[src/logic/dpp_pkg.sv]
/*
  dpp_pkg: constants and carrier types for the decimal parallel port.
  Assumes a 100 MHz clock and a 32-bit Avalon-MM register slave.
*/
`default_nettype none
package dpp_pkg;
  // ==========================================================================
  // register word indices (byte address = index * 4)
  localparam logic [3:0] IDX_ID_RESET   = 4'h0; // id read / interface reset write
  localparam logic [3:0] IDX_IRQ_PTR    = 4'h1; // interrupt state read / pointer reset write
  localparam logic [3:0] IDX_BUSY_REQ   = 4'h2; // busy read / handshake request write
  localparam logic [3:0] IDX_MODE       = 4'h3; // number mode
  localparam logic [3:0] IDX_LINES_OUT  = 4'h4; // switch+line state read / output lines write
  localparam logic [3:0] IDX_DIG_1_2    = 4'h5; // digits 1 and 2
  localparam logic [3:0] IDX_DIG_3_4    = 4'h6; // digits 3 and 4
  localparam logic [3:0] IDX_DIG_5_6    = 4'h7; // digits 5 and 6
  localparam logic [3:0] IDX_DIG_7_8    = 4'h8; // digits 7 and 8
  localparam logic [3:0] IDX_DIG_9_10   = 4'h9; // digits 9 and 10
  localparam logic [3:0] IDX_IRQ_ENABLE = 4'hA; // interrupt enable mask
  localparam logic [3:0] IDX_IRQ_STATUS = 4'hB; // sticky status, write one to clear
  // ==========================================================================
  // field positions
  localparam int IRQ_EN_BIT   = 7; // interrupts enabled in interrupt state
  localparam int IRQ_REQ_BIT  = 6; // interrupt request in interrupt state
  localparam int BUSY_BIT     = 0; // handshake in progress
  // ==========================================================================
  // reset values and identity
  localparam logic [7:0] CARD_ID_DEFAULT = 8'h2A; // arbitrary identification value
  localparam logic [7:0] OUT_RESET       = 8'h00;
  // ==========================================================================
  // timing
  localparam int CLK_MHZ        = 100;
  localparam int PRESET_US      = 15;
  localparam int PRESET_CYCLES  = PRESET_US * CLK_MHZ; // least time, exact
  // ==========================================================================
  // inputs sampled from the peripheral
  typedef struct packed {
    logic [39:0] digits;   // digit 1 in [39:36] ... digit 10 in [3:0]
    logic        sign_one;
    logic        sign_two;
    logic        overload;
  } dpp_inputs_t;
  // handshake states
  typedef enum logic [2:0] {
    HS_IDLE  = 3'b001,
    HS_WAIT  = 3'b010,
    HS_RESET = 3'b100
  } dpp_state_t;
endpackage
`default_nettype wire

[src/logic/dpp_port.sv]
/*
  dpp_port: decimal parallel port with Avalon-MM register slave.
  Assumes peripheral inputs are synchronous to clock.
*/
`timescale 1ns/10ps
`default_nettype none
module dpp_port
#(
  parameter int          PRESET_COUNT = dpp_pkg::PRESET_CYCLES, // shortenable reset pulse
  parameter logic [7:0]  CARD_ID      = dpp_pkg::CARD_ID_DEFAULT // arbitrary value
)
(
  input  wire logic                 clock,
  input  wire logic                 rst_n,
  input  wire logic [5:0]           avs_address,
  input  wire logic                 avs_read,
  input  wire logic                 avs_write,
  input  wire logic [31:0]          avs_writedata,
  input  wire logic [3:0]           avs_byteenable,
  output logic [31:0]               avs_readdata,
  output logic                      avs_waitrequest,
  output logic                      avs_readdatavalid,
  input  wire dpp_pkg::dpp_inputs_t periph_in,
  input  wire logic [4:0]           config_switches,
  input  wire logic                 data_flag_ready,
  output logic                      request_line_a,
  output logic                      request_line_b,
  output logic                      preset_n,
  output logic [7:0]                data_out,
  output logic                      binary_mode,
  output logic [7:0]                pointer_ff,
  output logic                      irq
);
  // ==========================================================================
  // register map, word index = avs_address[5:2]; data in [7:0], upper bits zero
  //   0    read: identification          write nonzero: interface reset
  //   1    read: enable(7), request(6)   write nonzero: clear transfer pointer
  //   2    read: busy(0)                 write nonzero: start a handshake
  //   3    read: binary mode(0)          write: nonzero binary, zero decimal
  //   4    read: switches(7:3), sign one, sign two, overload
  //        write: output lines
  //   5..9 read: digit pairs, odd digit high nibble, even digit low nibble
  //   A    enable and mask; nonzero enables one ready interrupt
  //   B    sticky ready status, write one to clear
  //   other indexes read zero and ignore writes
  //
  // bus timing: a request is answered at the second edge after it rises;
  // the first edge registers read data and lowers waitrequest, the second
  // edge is where a write lands and the master takes read data. requests
  // may follow back to back, one transfer every two cycles.
  // ==========================================================================
  // declarations
  dpp_pkg::dpp_state_t  state_ff;      // handshake controller state
  dpp_pkg::dpp_state_t  nxt_state;
  logic                 ack_ff;        // bus answer phase
  logic                 wr_ev;         // a write is accepted this cycle
  logic [3:0]           idx;           // word index
  logic                 nz;            // nonzero write data
  logic                 irq_req_ff;    // pending ready request
  logic                 irq_en_ff;     // interrupt enable
  logic                 sts_ff;        // sticky ready status
  logic                 msk_ff;        // status mask
  logic [7:0]           out_latch_ff;  // value written to output register
  logic [31:0]          pre_cnt_ff;    // preset pulse counter
  dpp_pkg::dpp_inputs_t in_ff;         // latched peripheral inputs
  logic                 done;          // handshake completes
  logic                 if_reset;      // software interface reset
  logic [7:0]           rd_byte;       // read mux result

  assign idx      = avs_address[5:2];
  assign wr_ev    = avs_write && ack_ff;
  assign nz       = |avs_writedata[7:0];
  assign if_reset = wr_ev && (idx == dpp_pkg::IDX_ID_RESET) && nz;
  // the peripheral releases its flag path only once request lines drop
  assign done     = (state_ff == dpp_pkg::HS_WAIT) && data_flag_ready;

  // ==========================================================================
  // bus slave: one wait cycle, then the answer edge
  always_ff @(posedge clock or negedge rst_n)
  begin
    if (!rst_n)
      ack_ff <= 1'b0;
    else
      ack_ff <= (avs_read || avs_write) && !ack_ff;
  end

  always_ff @(posedge clock or negedge rst_n)
  begin
    if (!rst_n)
      avs_waitrequest <= 1'b1;
    else
      avs_waitrequest <= !((avs_read || avs_write) && !ack_ff);
  end

  // read multiplexer
  always_comb
  begin
    case (idx)
      dpp_pkg::IDX_ID_RESET:   rd_byte = CARD_ID;
      dpp_pkg::IDX_IRQ_PTR:    rd_byte = {irq_en_ff, irq_req_ff, 6'h00};
      dpp_pkg::IDX_BUSY_REQ:   rd_byte = {7'h00, state_ff == dpp_pkg::HS_WAIT};
      dpp_pkg::IDX_MODE:       rd_byte = {7'h00, binary_mode};
      dpp_pkg::IDX_LINES_OUT:  rd_byte = {config_switches, in_ff.sign_one,
                                          in_ff.sign_two, in_ff.overload};
      dpp_pkg::IDX_DIG_1_2:    rd_byte = in_ff.digits[39:32];
      dpp_pkg::IDX_DIG_3_4:    rd_byte = in_ff.digits[31:24];
      dpp_pkg::IDX_DIG_5_6:    rd_byte = in_ff.digits[23:16];
      dpp_pkg::IDX_DIG_7_8:    rd_byte = in_ff.digits[15:8];
      dpp_pkg::IDX_DIG_9_10:   rd_byte = in_ff.digits[7:0];
      dpp_pkg::IDX_IRQ_ENABLE: rd_byte = {7'h00, msk_ff};
      dpp_pkg::IDX_IRQ_STATUS: rd_byte = {7'h00, sts_ff};
      default:                 rd_byte = 8'h00; // unmapped reads zero
    endcase
  end

  // read data registered at the first edge, one edge before the answer edge
  always_ff @(posedge clock or negedge rst_n)
  begin
    if (!rst_n)
      avs_readdata <= 32'h0000_0000;
    else if ((avs_read || avs_write) && !ack_ff)
      avs_readdata <= {24'h00_0000, rd_byte};
  end

  // readdatavalid pulses with the answer edge; masters that rely on
  // waitrequest alone may leave it unconnected
  always_ff @(posedge clock or negedge rst_n)
  begin
    if (!rst_n)
      avs_readdatavalid <= 1'b0;
    else
      avs_readdatavalid <= avs_read && !ack_ff;
  end

  // ==========================================================================
  // handshake controller
  //   idle  -> a nonzero write to index 2 raises both request lines
  //   wait  -> the peripheral answers with its ready flag; on that edge the
  //            inputs are latched, the output byte is presented again, the
  //            request flag and sticky status are set and the pointer counts
  //   reset -> preset held low for PRESET_COUNT cycles, request lines low
  // a request written during wait or reset is not queued; it only clears
  // the pending interrupt request, so software should poll busy first
  always_comb
  begin
    nxt_state = state_ff;
    case (state_ff)
      dpp_pkg::HS_IDLE:
        if (wr_ev && idx == dpp_pkg::IDX_BUSY_REQ && nz)
          nxt_state = dpp_pkg::HS_WAIT;
      dpp_pkg::HS_WAIT:
        if (done)
          nxt_state = dpp_pkg::HS_IDLE;
      dpp_pkg::HS_RESET:
        if (pre_cnt_ff == 32'(PRESET_COUNT - 1))
          nxt_state = dpp_pkg::HS_IDLE;
      default:
        nxt_state = dpp_pkg::HS_IDLE;
    endcase
    if (if_reset)
      nxt_state = dpp_pkg::HS_RESET;
  end

  always_ff @(posedge clock or negedge rst_n)
  begin
    if (!rst_n)
      state_ff <= dpp_pkg::HS_IDLE;
    else
      state_ff <= nxt_state;
  end

  // preset pulse length counter
  // wide enough for any PRESET_COUNT; only the compare against
  // PRESET_COUNT - 1 ends the pulse
  always_ff @(posedge clock or negedge rst_n)
  begin
    if (!rst_n)
      pre_cnt_ff <= 32'h0000_0000;
    else if (state_ff != dpp_pkg::HS_RESET || if_reset)
      pre_cnt_ff <= 32'h0000_0000;
    else
      pre_cnt_ff <= pre_cnt_ff + 32'h0000_0001;
  end

  // request lines and preset follow the state
  always_ff @(posedge clock or negedge rst_n)
  begin
    if (!rst_n)
    begin
      request_line_a <= 1'b0;
      request_line_b <= 1'b0;
      preset_n       <= 1'b1;
    end
    else
    begin
      request_line_a <= (nxt_state == dpp_pkg::HS_WAIT);
      request_line_b <= (nxt_state == dpp_pkg::HS_WAIT);
      preset_n       <= (nxt_state != dpp_pkg::HS_RESET);
    end
  end

  // ==========================================================================
  // output latch and output lines; inputs latched each handshake
  always_ff @(posedge clock or negedge rst_n)
  begin
    if (!rst_n)
      out_latch_ff <= dpp_pkg::OUT_RESET;
    else if (if_reset)
      out_latch_ff <= dpp_pkg::OUT_RESET;
    else if (wr_ev && idx == dpp_pkg::IDX_LINES_OUT)
      out_latch_ff <= avs_writedata[7:0];
  end

  // a write shows on the lines at once; completion presents the latched
  // byte again so the peripheral sees it under handshake control
  always_ff @(posedge clock or negedge rst_n)
  begin
    if (!rst_n)
      data_out <= dpp_pkg::OUT_RESET;
    else if (if_reset)
      data_out <= dpp_pkg::OUT_RESET;
    else if (wr_ev && idx == dpp_pkg::IDX_LINES_OUT)
      data_out <= avs_writedata[7:0];
    else if (done)
      data_out <= out_latch_ff;
  end

  // inputs are latched only on completion, so status reads between
  // handshakes stay steady while the peripheral lines move
  always_ff @(posedge clock or negedge rst_n)
  begin
    if (!rst_n)
      in_ff <= '0;
    else if (done)
      in_ff <= periph_in;
  end

  // ==========================================================================
  // mode and pointer
  // mode falls back to decimal on an interface reset
  always_ff @(posedge clock or negedge rst_n)
  begin
    if (!rst_n)
      binary_mode <= 1'b0;
    else if (if_reset)
      binary_mode <= 1'b0;
    else if (wr_ev && idx == dpp_pkg::IDX_MODE)
      binary_mode <= nz;
  end

  // transfer pointer counts completed handshakes
  // it wraps after 256 handshakes; it only helps software count bytes,
  // nothing else in the port depends on it
  always_ff @(posedge clock or negedge rst_n)
  begin
    if (!rst_n)
      pointer_ff <= 8'h00;
    else if (if_reset || (wr_ev && idx == dpp_pkg::IDX_IRQ_PTR && nz))
      pointer_ff <= 8'h00;
    else if (done)
      pointer_ff <= pointer_ff + 8'h01;
  end

  // ==========================================================================
  // interrupt request, enable, sticky status and mask
  // the request flag is the only cause, so no cause register exists.
  // the enable drops on the first edge that sees request and enable
  // together, which leaves irq high for one cycle per enable; software
  // writes index A again before the next ready can interrupt.
  // a ready that lands in the same cycle as a clearing write wins.
  always_ff @(posedge clock or negedge rst_n)
  begin
    if (!rst_n)
      irq_req_ff <= 1'b0;
    else if (done)
      irq_req_ff <= 1'b1;
    else if (if_reset || (wr_ev && idx == dpp_pkg::IDX_BUSY_REQ && nz))
      irq_req_ff <= 1'b0;
  end

  // enable drops once a request is taken, software must re-enable
  always_ff @(posedge clock or negedge rst_n)
  begin
    if (!rst_n)
      irq_en_ff <= 1'b0;
    else if (wr_ev && idx == dpp_pkg::IDX_IRQ_ENABLE)
      irq_en_ff <= nz;
    else if (if_reset || (irq_en_ff && irq_req_ff))
      irq_en_ff <= 1'b0;
  end

  // mask copy of the enable write, kept for the status and mask layout
  always_ff @(posedge clock or negedge rst_n)
  begin
    if (!rst_n)
      msk_ff <= 1'b0;
    else if (wr_ev && idx == dpp_pkg::IDX_IRQ_ENABLE)
      msk_ff <= nz;
  end

  // sticky status: set wins over write-one-clear
  always_ff @(posedge clock or negedge rst_n)
  begin
    if (!rst_n)
      sts_ff <= 1'b0;
    else if (done)
      sts_ff <= 1'b1;
    else if (wr_ev && idx == dpp_pkg::IDX_IRQ_STATUS && avs_writedata[0])
      sts_ff <= 1'b0;
  end

  // interrupt output: request held and enabled
  always_ff @(posedge clock or negedge rst_n)
  begin
    if (!rst_n)
      irq <= 1'b0;
    else
      irq <= irq_req_ff && irq_en_ff && msk_ff;
  end
endmodule
`default_nettype wire

[config.mk]
export PLATFORM = sky130hd
export DESIGN_NAME = dpp_port
export DESIGN_NICKNAME = d
export VERILOG_FILES = /design/src/logic/dpp_pkg.sv /design/src/logic/dpp_port.sv
export SDC_FILE = /design/constraint.sdc
export NUM_CORES = 1
export LEC_CHECK = 0
export ABC_CLOCK_PERIOD_IN_PS = 3250
export BUFFER_PORTS_ARGS = -buffer_cell sky130_fd_sc_hd__buf_2
export CAP_MARGIN = 10
export CORE_MARGIN = 3
export CORE_UTILIZATION = 35
export DETAILED_ROUTE_END_ITERATION = 10
export PLACE_DENSITY = 0.54
export SETUP_SLACK_MARGIN = 0.15
export SKIP_LAST_GASP = 1
export SLEW_MARGIN = 5
export SYNTH_ARGS = -nofsm -noshare
export SYNTH_HDL_FRONTEND = slang
export SYNTH_SLANG_ARGS = --single-unit
[constraint.sdc]
create_clock -name clock -period 3.25 [get_ports clock]
set_clock_uncertainty 0.2 [all_clocks]
set_input_delay 0.65 -clock clock [delete_from_list [all_inputs] [get_ports clock]]
set_output_delay 0.65 -clock clock [all_outputs]
set_load 0.1 [all_outputs]
==> impl_metrics.csv, run 1 <==
group,metric,value,unit
outcome,status,"complete, no violations",
worst_setup_path,path_max_fanout,12,
cts,cts_tree,"built",
synth,synth_commonest_cells,"nand2_1, dfrtp_1, a21oi_1",
route,final_antenna_net_count,0,
placed_design,io_buffers,95,
power,power.density,606,nW/µm²
synth,yosysMostFrequentCell,"nand2_1",
worst_setup_path,crit_slowest_cell,"or4_1",
timing,slew_headroom,0.401,
route,routedWlPerCell,16.0,µm
global_routing,grt_pass1_wl,26300,µm
power,ir_drop,0.408,mV
synth,synth-edff-count,0,
placed_design,dp_cells,958,
worst_setup_path,cp_top_family,"simple AND/OR/NAND/NOR gates",
cts,htree_levels,4,
worst_setup_path,path_cells,"nand3_2 > or4_1 > or4b_2 > a21oi_1",
timing,tightest_slew,899,ps
timing,grt_setup_unrepaired,"no",
power,finalPower,4.47,mW
floorplan,num_rows,47,
synth,seq_area_frac_synth,0.497,
final_layout,area_growth,20.9,%
route,drt_iter0_drc,305,
cts,clock-sinks,121,
cts,numCtsBuffers,17,
worst_setup_path,worstPathRequired,3390,ps
global_routing,antenna_found_initial,0,
worst_setup_path,startpoint_type,"flop",
global_routing,grt_util_all_layers,0.168,
worst_setup_path,cp-startpoint,"pre_cnt_ff[2]$_DFF_PN0_",
worst_setup_path,cp_num_buf_inv,0,
synth,syn_inst,669,
final_layout,final_cells,990,
cts,cts_setup_buffers,0,
floorplan,coreArea,16800,µm²
synth,ys_ff_latch,121,
synth,synth_top_area_cell,"dfrtp_1",
timing,post-route-period-util,0.761,
global_routing,grt_pass1_vias,5149,
route,via_per_inst,5.16,
timing,fmax,404,MHz
placed_design,place_hpwl,10900,µm
timing,tns,0,ps
placed_design,pre_cts_ws,790,ps
cts,postCtsResizedCells,0,
flow_run,maxCapViolations,0,
worst_setup_path,max_stage_delay,760,ps
route,routed_wl,15800,µm
worst_setup_path,r2r_start,"pre_cnt_ff[2]$_DFF_PN0_",
synth,ys_types,64,
final_layout,final_nets,854,
route,vias,5108,
synth,ys.flop_type,"dfrtp_1",
synth,synth.avg_cell_area,9.12,µm²
timing,final_hold_viol_count,0,
worst_setup_path,cp-end-kind,"flop",
timing,period_needed,2470,ps
floorplan,dieHeight,138,µm
final_layout,num-fill-cells,1692,
worst_setup_path,cp_data_arrival_time,2620,ps
floorplan,io_pins,150,
synth,yosys-top-cells-area,"dfrtp_1, nand2_1, a21oi_1",
worst_setup_path,path_class,"reg2reg",
final_layout,drive_gt1_frac,0.222,
timing,timing.final.ws_setup,777,ps
global_routing,grt_overflow,0,
floorplan,die_area,19100,µm²
floorplan,initial_utilization,0.363,
global_routing,grt_start_max_net_pins,52,
final_layout,finish.utilization,0.439,
placed_design,gp_congestion,0.817,
floorplan,die_w,138,µm
route,drc,0,
synth,synth_async_sr_flop_share,1.00,
placed_design,dpl_cell_area,6750,µm²
synth,netlist_area,6100,µm²
final_layout,diodes,0,
synth,ys_warn_count,0,
cts,clkLatencyLatePin,420,ps
cts,cts_root_buf,"clkbuf_16",
cts,hold_buffers,0,
final_layout,final_area,7380,µm²
cts,max-clock-path-buffers,2,
synth,yosysTopAreaCellShare,0.484,
worst_hold_path,hold_class,"in2async",
cts,clk_pin_slew,50,ps
timing,finalSetupViolations,0,
route,drt_pass1_iterations,6,
timing,finalMaxSlewViolations,0,
power,leakagePower,3.54,nW
timing,timing.hold.ws,88.0,ps
-- layout by cell type (no fill, tap or decap), types with 6 or more instances in the layout --
master     count
a21oi_1       43
and3_1         7
buf_2         94
buf_4         17
clkbuf_16     17
clkbuf_8       6
conb_1        24
dfrtp_1      118
inv_1         10
mux2_2        14
mux2i_1        8
nand2_1      171
nand3_1       12
nand4_1       13
nor2_1        34
nor3_1         8
nor4_1        13
o21ai_0       15
o31ai_1       12
or3_1          6
or4_1         11
xnor2_1        9
xor2_1         8
-- sequential cells by signal, indices dropped and copies added, names as in the netlist --
signal / cells
irq_req_ff: 1
data_out: 8
in_ff: 43
ack_ff: 1
pointer_ff: 8
state_ff: 3
request_line_b: 1
avs_waitrequest: 1
out_latch_ff: 8
sts_ff: 1
msk_ff: 1
binary_mode: 1
irq: 1
irq_en_ff: 1
preset_n: 1
avs_readdata: 8
avs_readdatavalid: 1
pre_cnt_ff: 32
-- kinds of logic after synthesis --
family                   share of synthesized area
XOR/XNOR                                    0.0244
other                                     0.000615
AO/OA/AOI/OAI                                0.126
flip-flops                                   0.497
multiplexers                                0.0390
buffers and inverters                       0.0648
AND/OR/NAND/NOR                              0.245
adder cells (fa/ha/maj)                    0.00410
-- final cells by class --
| cell class | count | area (µm²) | area share |
|---|---|---|---|
| Clock buffer | 25 | 515 | 0.0699 |
| Sequential cell | 121 | 3030 | 0.411 |
| Multi-Input combinational cell | 494 | 2780 | 0.377 |
| Clock inverter | 7 | 113 | 0.0153 |
| Inverter | 11 | 41.3 | 0.00560 |
| Timing Repair Buffer | 112 | 618 | 0.0838 |
| Tap cell | 220 | 275 | 0.0373 |
-- worst paths after layout --
path | to | slack, ps | cells after the start
worst max register to register | pre_cnt_ff[27]$_DFF_PN0_ | 780 | 4
worst min-delay path | pre_cnt_ff[27]$_DFF_PN0_ | 90 | 1
worst max-delay path | pre_cnt_ff[27]$_DFF_PN0_ | 780 | 4
min in group clock | in_ff[4]$_DFFE_PN0P_ | 220 | 3
worst min register to register | in_ff[4]$_DFFE_PN0P_ | 270 | 2
max in group asynchronous | avs_waitrequest$_DFF_PN1_ | 1970 | 2
-- routing by layer --
metal	global-route usage	up-vias	share of wire	wire length [µm]
met5	0	-	0	0
met4	0.0551	0	0.020	315
met3	0.0490	28	0.056	890
met2	0.270	149	0.48	7520
met1	0.219	2453	0.45	7080
li1	-	2478	-	-
-- power by group --
group	switching (mW)	total [mW]	internal (mW)
logic	0.588	0.778	0.190
registers	0.0845	1.70	1.61
clock network	0.669	1.99	1.32
No activity file was read; power rests on OpenSTA's default activity.
==> run 2: changes to the inputs <==
- ABC_CLOCK_PERIOD_IN_PS: 3250 -> 2100
- PLACE_DENSITY: 0.54 -> 0.56
- clock period: 3.25 -> 2.1 ns (I/O delays scaled with it)
==> run 2 against run 1 <==
Compared with the run above:
- the run now ends with negative setup slack left
- clock power grew 40%
- worst setup slack got worse by 820 ps
- non-clock buffer count grew 80
- final area rose by 13%
- largest cell class unchanged
==> impl_metrics.csv, run 2 (synthesized netlist as in run 1, its figures left out) <==
group,metric,value,unit
outcome,status,"finished, violations left",
outcome,violations,"negative setup slack",
placed_design,place_hpwl,11500,µm
route,topRoutingLayerUsed,"met4",
worst_setup_path,cp_data_arrival_time,2280,ps
route,wl_met3,924,µm
timing,timing.final.ws_setup,-41.2,ps
route,vias,5500,
cts,numCtsBuffers,17,
global_routing,grt_pass1_vias,5508,
worst_setup_path,cp_top_family,"simple AND/OR/NAND/NOR gates",
route,m1WireLength,7520,µm
power,ir_drop,0.579,mV
timing,tns,-45.0,ps
worst_setup_path,cp-end-kind,"flop",
cts,max-clock-path-buffers,2,
worst_setup_path,path_cells,"nand3_2 > or4_4 > buf_6 > or4b_4 > a21oi_2",
timing,slew_headroom,0.660,
final_layout,area_growth,36.8,%
timing,post-route-period-util,1.02,
worst_setup_path,crit_slowest_cell,"or4_4",
worst_setup_path,cp_num_buf_inv,1,
cts,htree_levels,4,
placed_design,io_buffers,95,
floorplan,io_pins,150,
worst_setup_path,ff2ff_setup_slack,-40,ps
route,drt_iter0_drc,296,
final_layout,drive_gt1_frac,0.304,
placed_design,gp_congestion,0.811,
route,final_antenna_net_count,0,
timing,period_needed,2140,ps
route,wl_met2,8640,µm
timing,finalMaxSlewViolations,0,
cts,clock-sinks,121,
final_layout,final_nets,936,
power,power.density,820,nW/µm²
worst_hold_path,hold_class,"in2reg",
flow_run,maxCapViolations,0,
final_layout,largest_reg_flops,43,
timing,timing.hold.ws,19.8,ps
global_routing,grt_util_all_layers,0.172,
timing,tightest_slew,503,ps
timing,finalSetupViolations,2,
final_layout,final_cell_mix,"nand2_1, dfrtp_1, buf_2, buf_4, nor2_1",
cts,cts_tree,"built",
worst_setup_path,max_stage_delay,590,ps
cts,clk_pin_slew,50,ps
route,via_per_inst,5.13,
final_layout,top_regs,"in_ff x43, pre_cnt_ff x32",
final_layout,diodes,0,
global_routing,grt_pass1_wl,27300,µm
cts,clkLatencyLatePin,410,ps
floorplan,num_rows,47,
route,drt_pass1_iterations,4,
final_layout,regMostFlops,"in_ff",
route,routedWlPerCell,16.1,µm
floorplan,coreArea,16800,µm²
floorplan,die_area,19100,µm²
route,drc,0,
floorplan,initial_utilization,0.363,
timing,final_hold_viol_count,0,
worst_setup_path,path_class,"reg2reg",
floorplan,dieHeight,138,µm
timing,fmax,467,MHz
floorplan,die_w,138,µm
worst_setup_path,worstPathRequired,2240,ps
final_layout,finish.utilization,0.496,
power,leakagePower,3.98,nW
cts,cts_root_buf,"clkbuf_16",
route,routed_wl,17300,µm
timing,grt_setup_unrepaired,"yes",
global_routing,grt_overflow,0,
global_routing,grt_start_max_net_pins,48,
final_layout,mostFrequentLayoutCell,"nand2_1",
worst_setup_path,startpoint_type,"flop",
global_routing,antenna_found_initial,0,
worst_setup_path,path_max_fanout,5,
-- run 2: cell types whose count changed in the layout (fill, tap and decap cells not counted), sizes merged --
cell         before  now
buf             112  159
bufinv            3    2
clkbuf           25   28
clkinv            3    5
dlygate4sd3       0   29
or4              12   14
-- run 2: power by group --
part | leakage [nW] | switching (mW) | internal [mW]
logic | 2.08 | 0.979 | 0.453
registers | 1.62 | 0.125 | 2.50
clock network | 0.272 | 1.02 | 1.77
-- run 2: layer usage --
| metal | global-route usage | vias to the layer above |
|---|---|---|
| li1 | - | 2654 |
| met1 | 0.226 | 2676 |
| met2 | 0.285 | 156 |
| met3 | 0.0411 | 14 |
| met4 | 0.0494 | 0 |
| met5 | 0 | - |
-- run 2: worst paths after layout --
check                                        startpoint                  endpoint  cells after the start
worst max-delay path            pre_cnt_ff[1]$_DFF_PN0_  pre_cnt_ff[29]$_DFF_PN0_                      5
worst min-delay path                      periph_in[22]     in_ff[22]$_DFFE_PN0P_                      3
worst max register to register  pre_cnt_ff[1]$_DFF_PN0_  pre_cnt_ff[29]$_DFF_PN0_                      5
worst min register to register    in_ff[23]$_DFFE_PN0P_     in_ff[23]$_DFFE_PN0P_                      2
max in group asynchronous                         rst_n     state_ff[0]$_DFF_PN1_                      3
min in group asynchronous                         rst_n  pre_cnt_ff[18]$_DFF_PN0_                      2
-- run 2: cell type report --
cell class                 count  area (µm²)
fill                        1616        8470
multi-input combinational    496        3030
sequential                   121        3040
tap                          220         275
inverter                      11        41.3
timing repair buffer         192        1400
clock buffer                  24         462
clock inverter                 8        96.3
-- run 2: tightest hold or removal path, cell delays in order --
cell and delay, ps:
buf_2 80, nand2_1 50, nand2_1 50
-- run 2: what timing repair did --
item | CTS | global route
pin swaps | 1 | 11
gates cloned | 0 | 3
endpoints found under the setup margin | 26 | 42
hold buffers | 29 | 0
hold endpoints to repair | 56 | 0
resized for setup | 4 | 43
buffers inserted | 1 | 9
-- run 2: per-stage QoR --
step | worst slack, ps | instances | total power [mW] | instance area [µm²]
after global placement | 21.3 | 998 | 3.97 | 7190
after floorplan | 66.5 | 692 | 3.63 | 6310
after CTS | -0.774 | 1060 | 6.86 | 8060
after detailed placement | -16.2 | 998 | 4.00 | 7190
after global routing | -103 | 1072 | 7.13 | 8350
final | -41.2 | 1072 | 6.85 | 8350
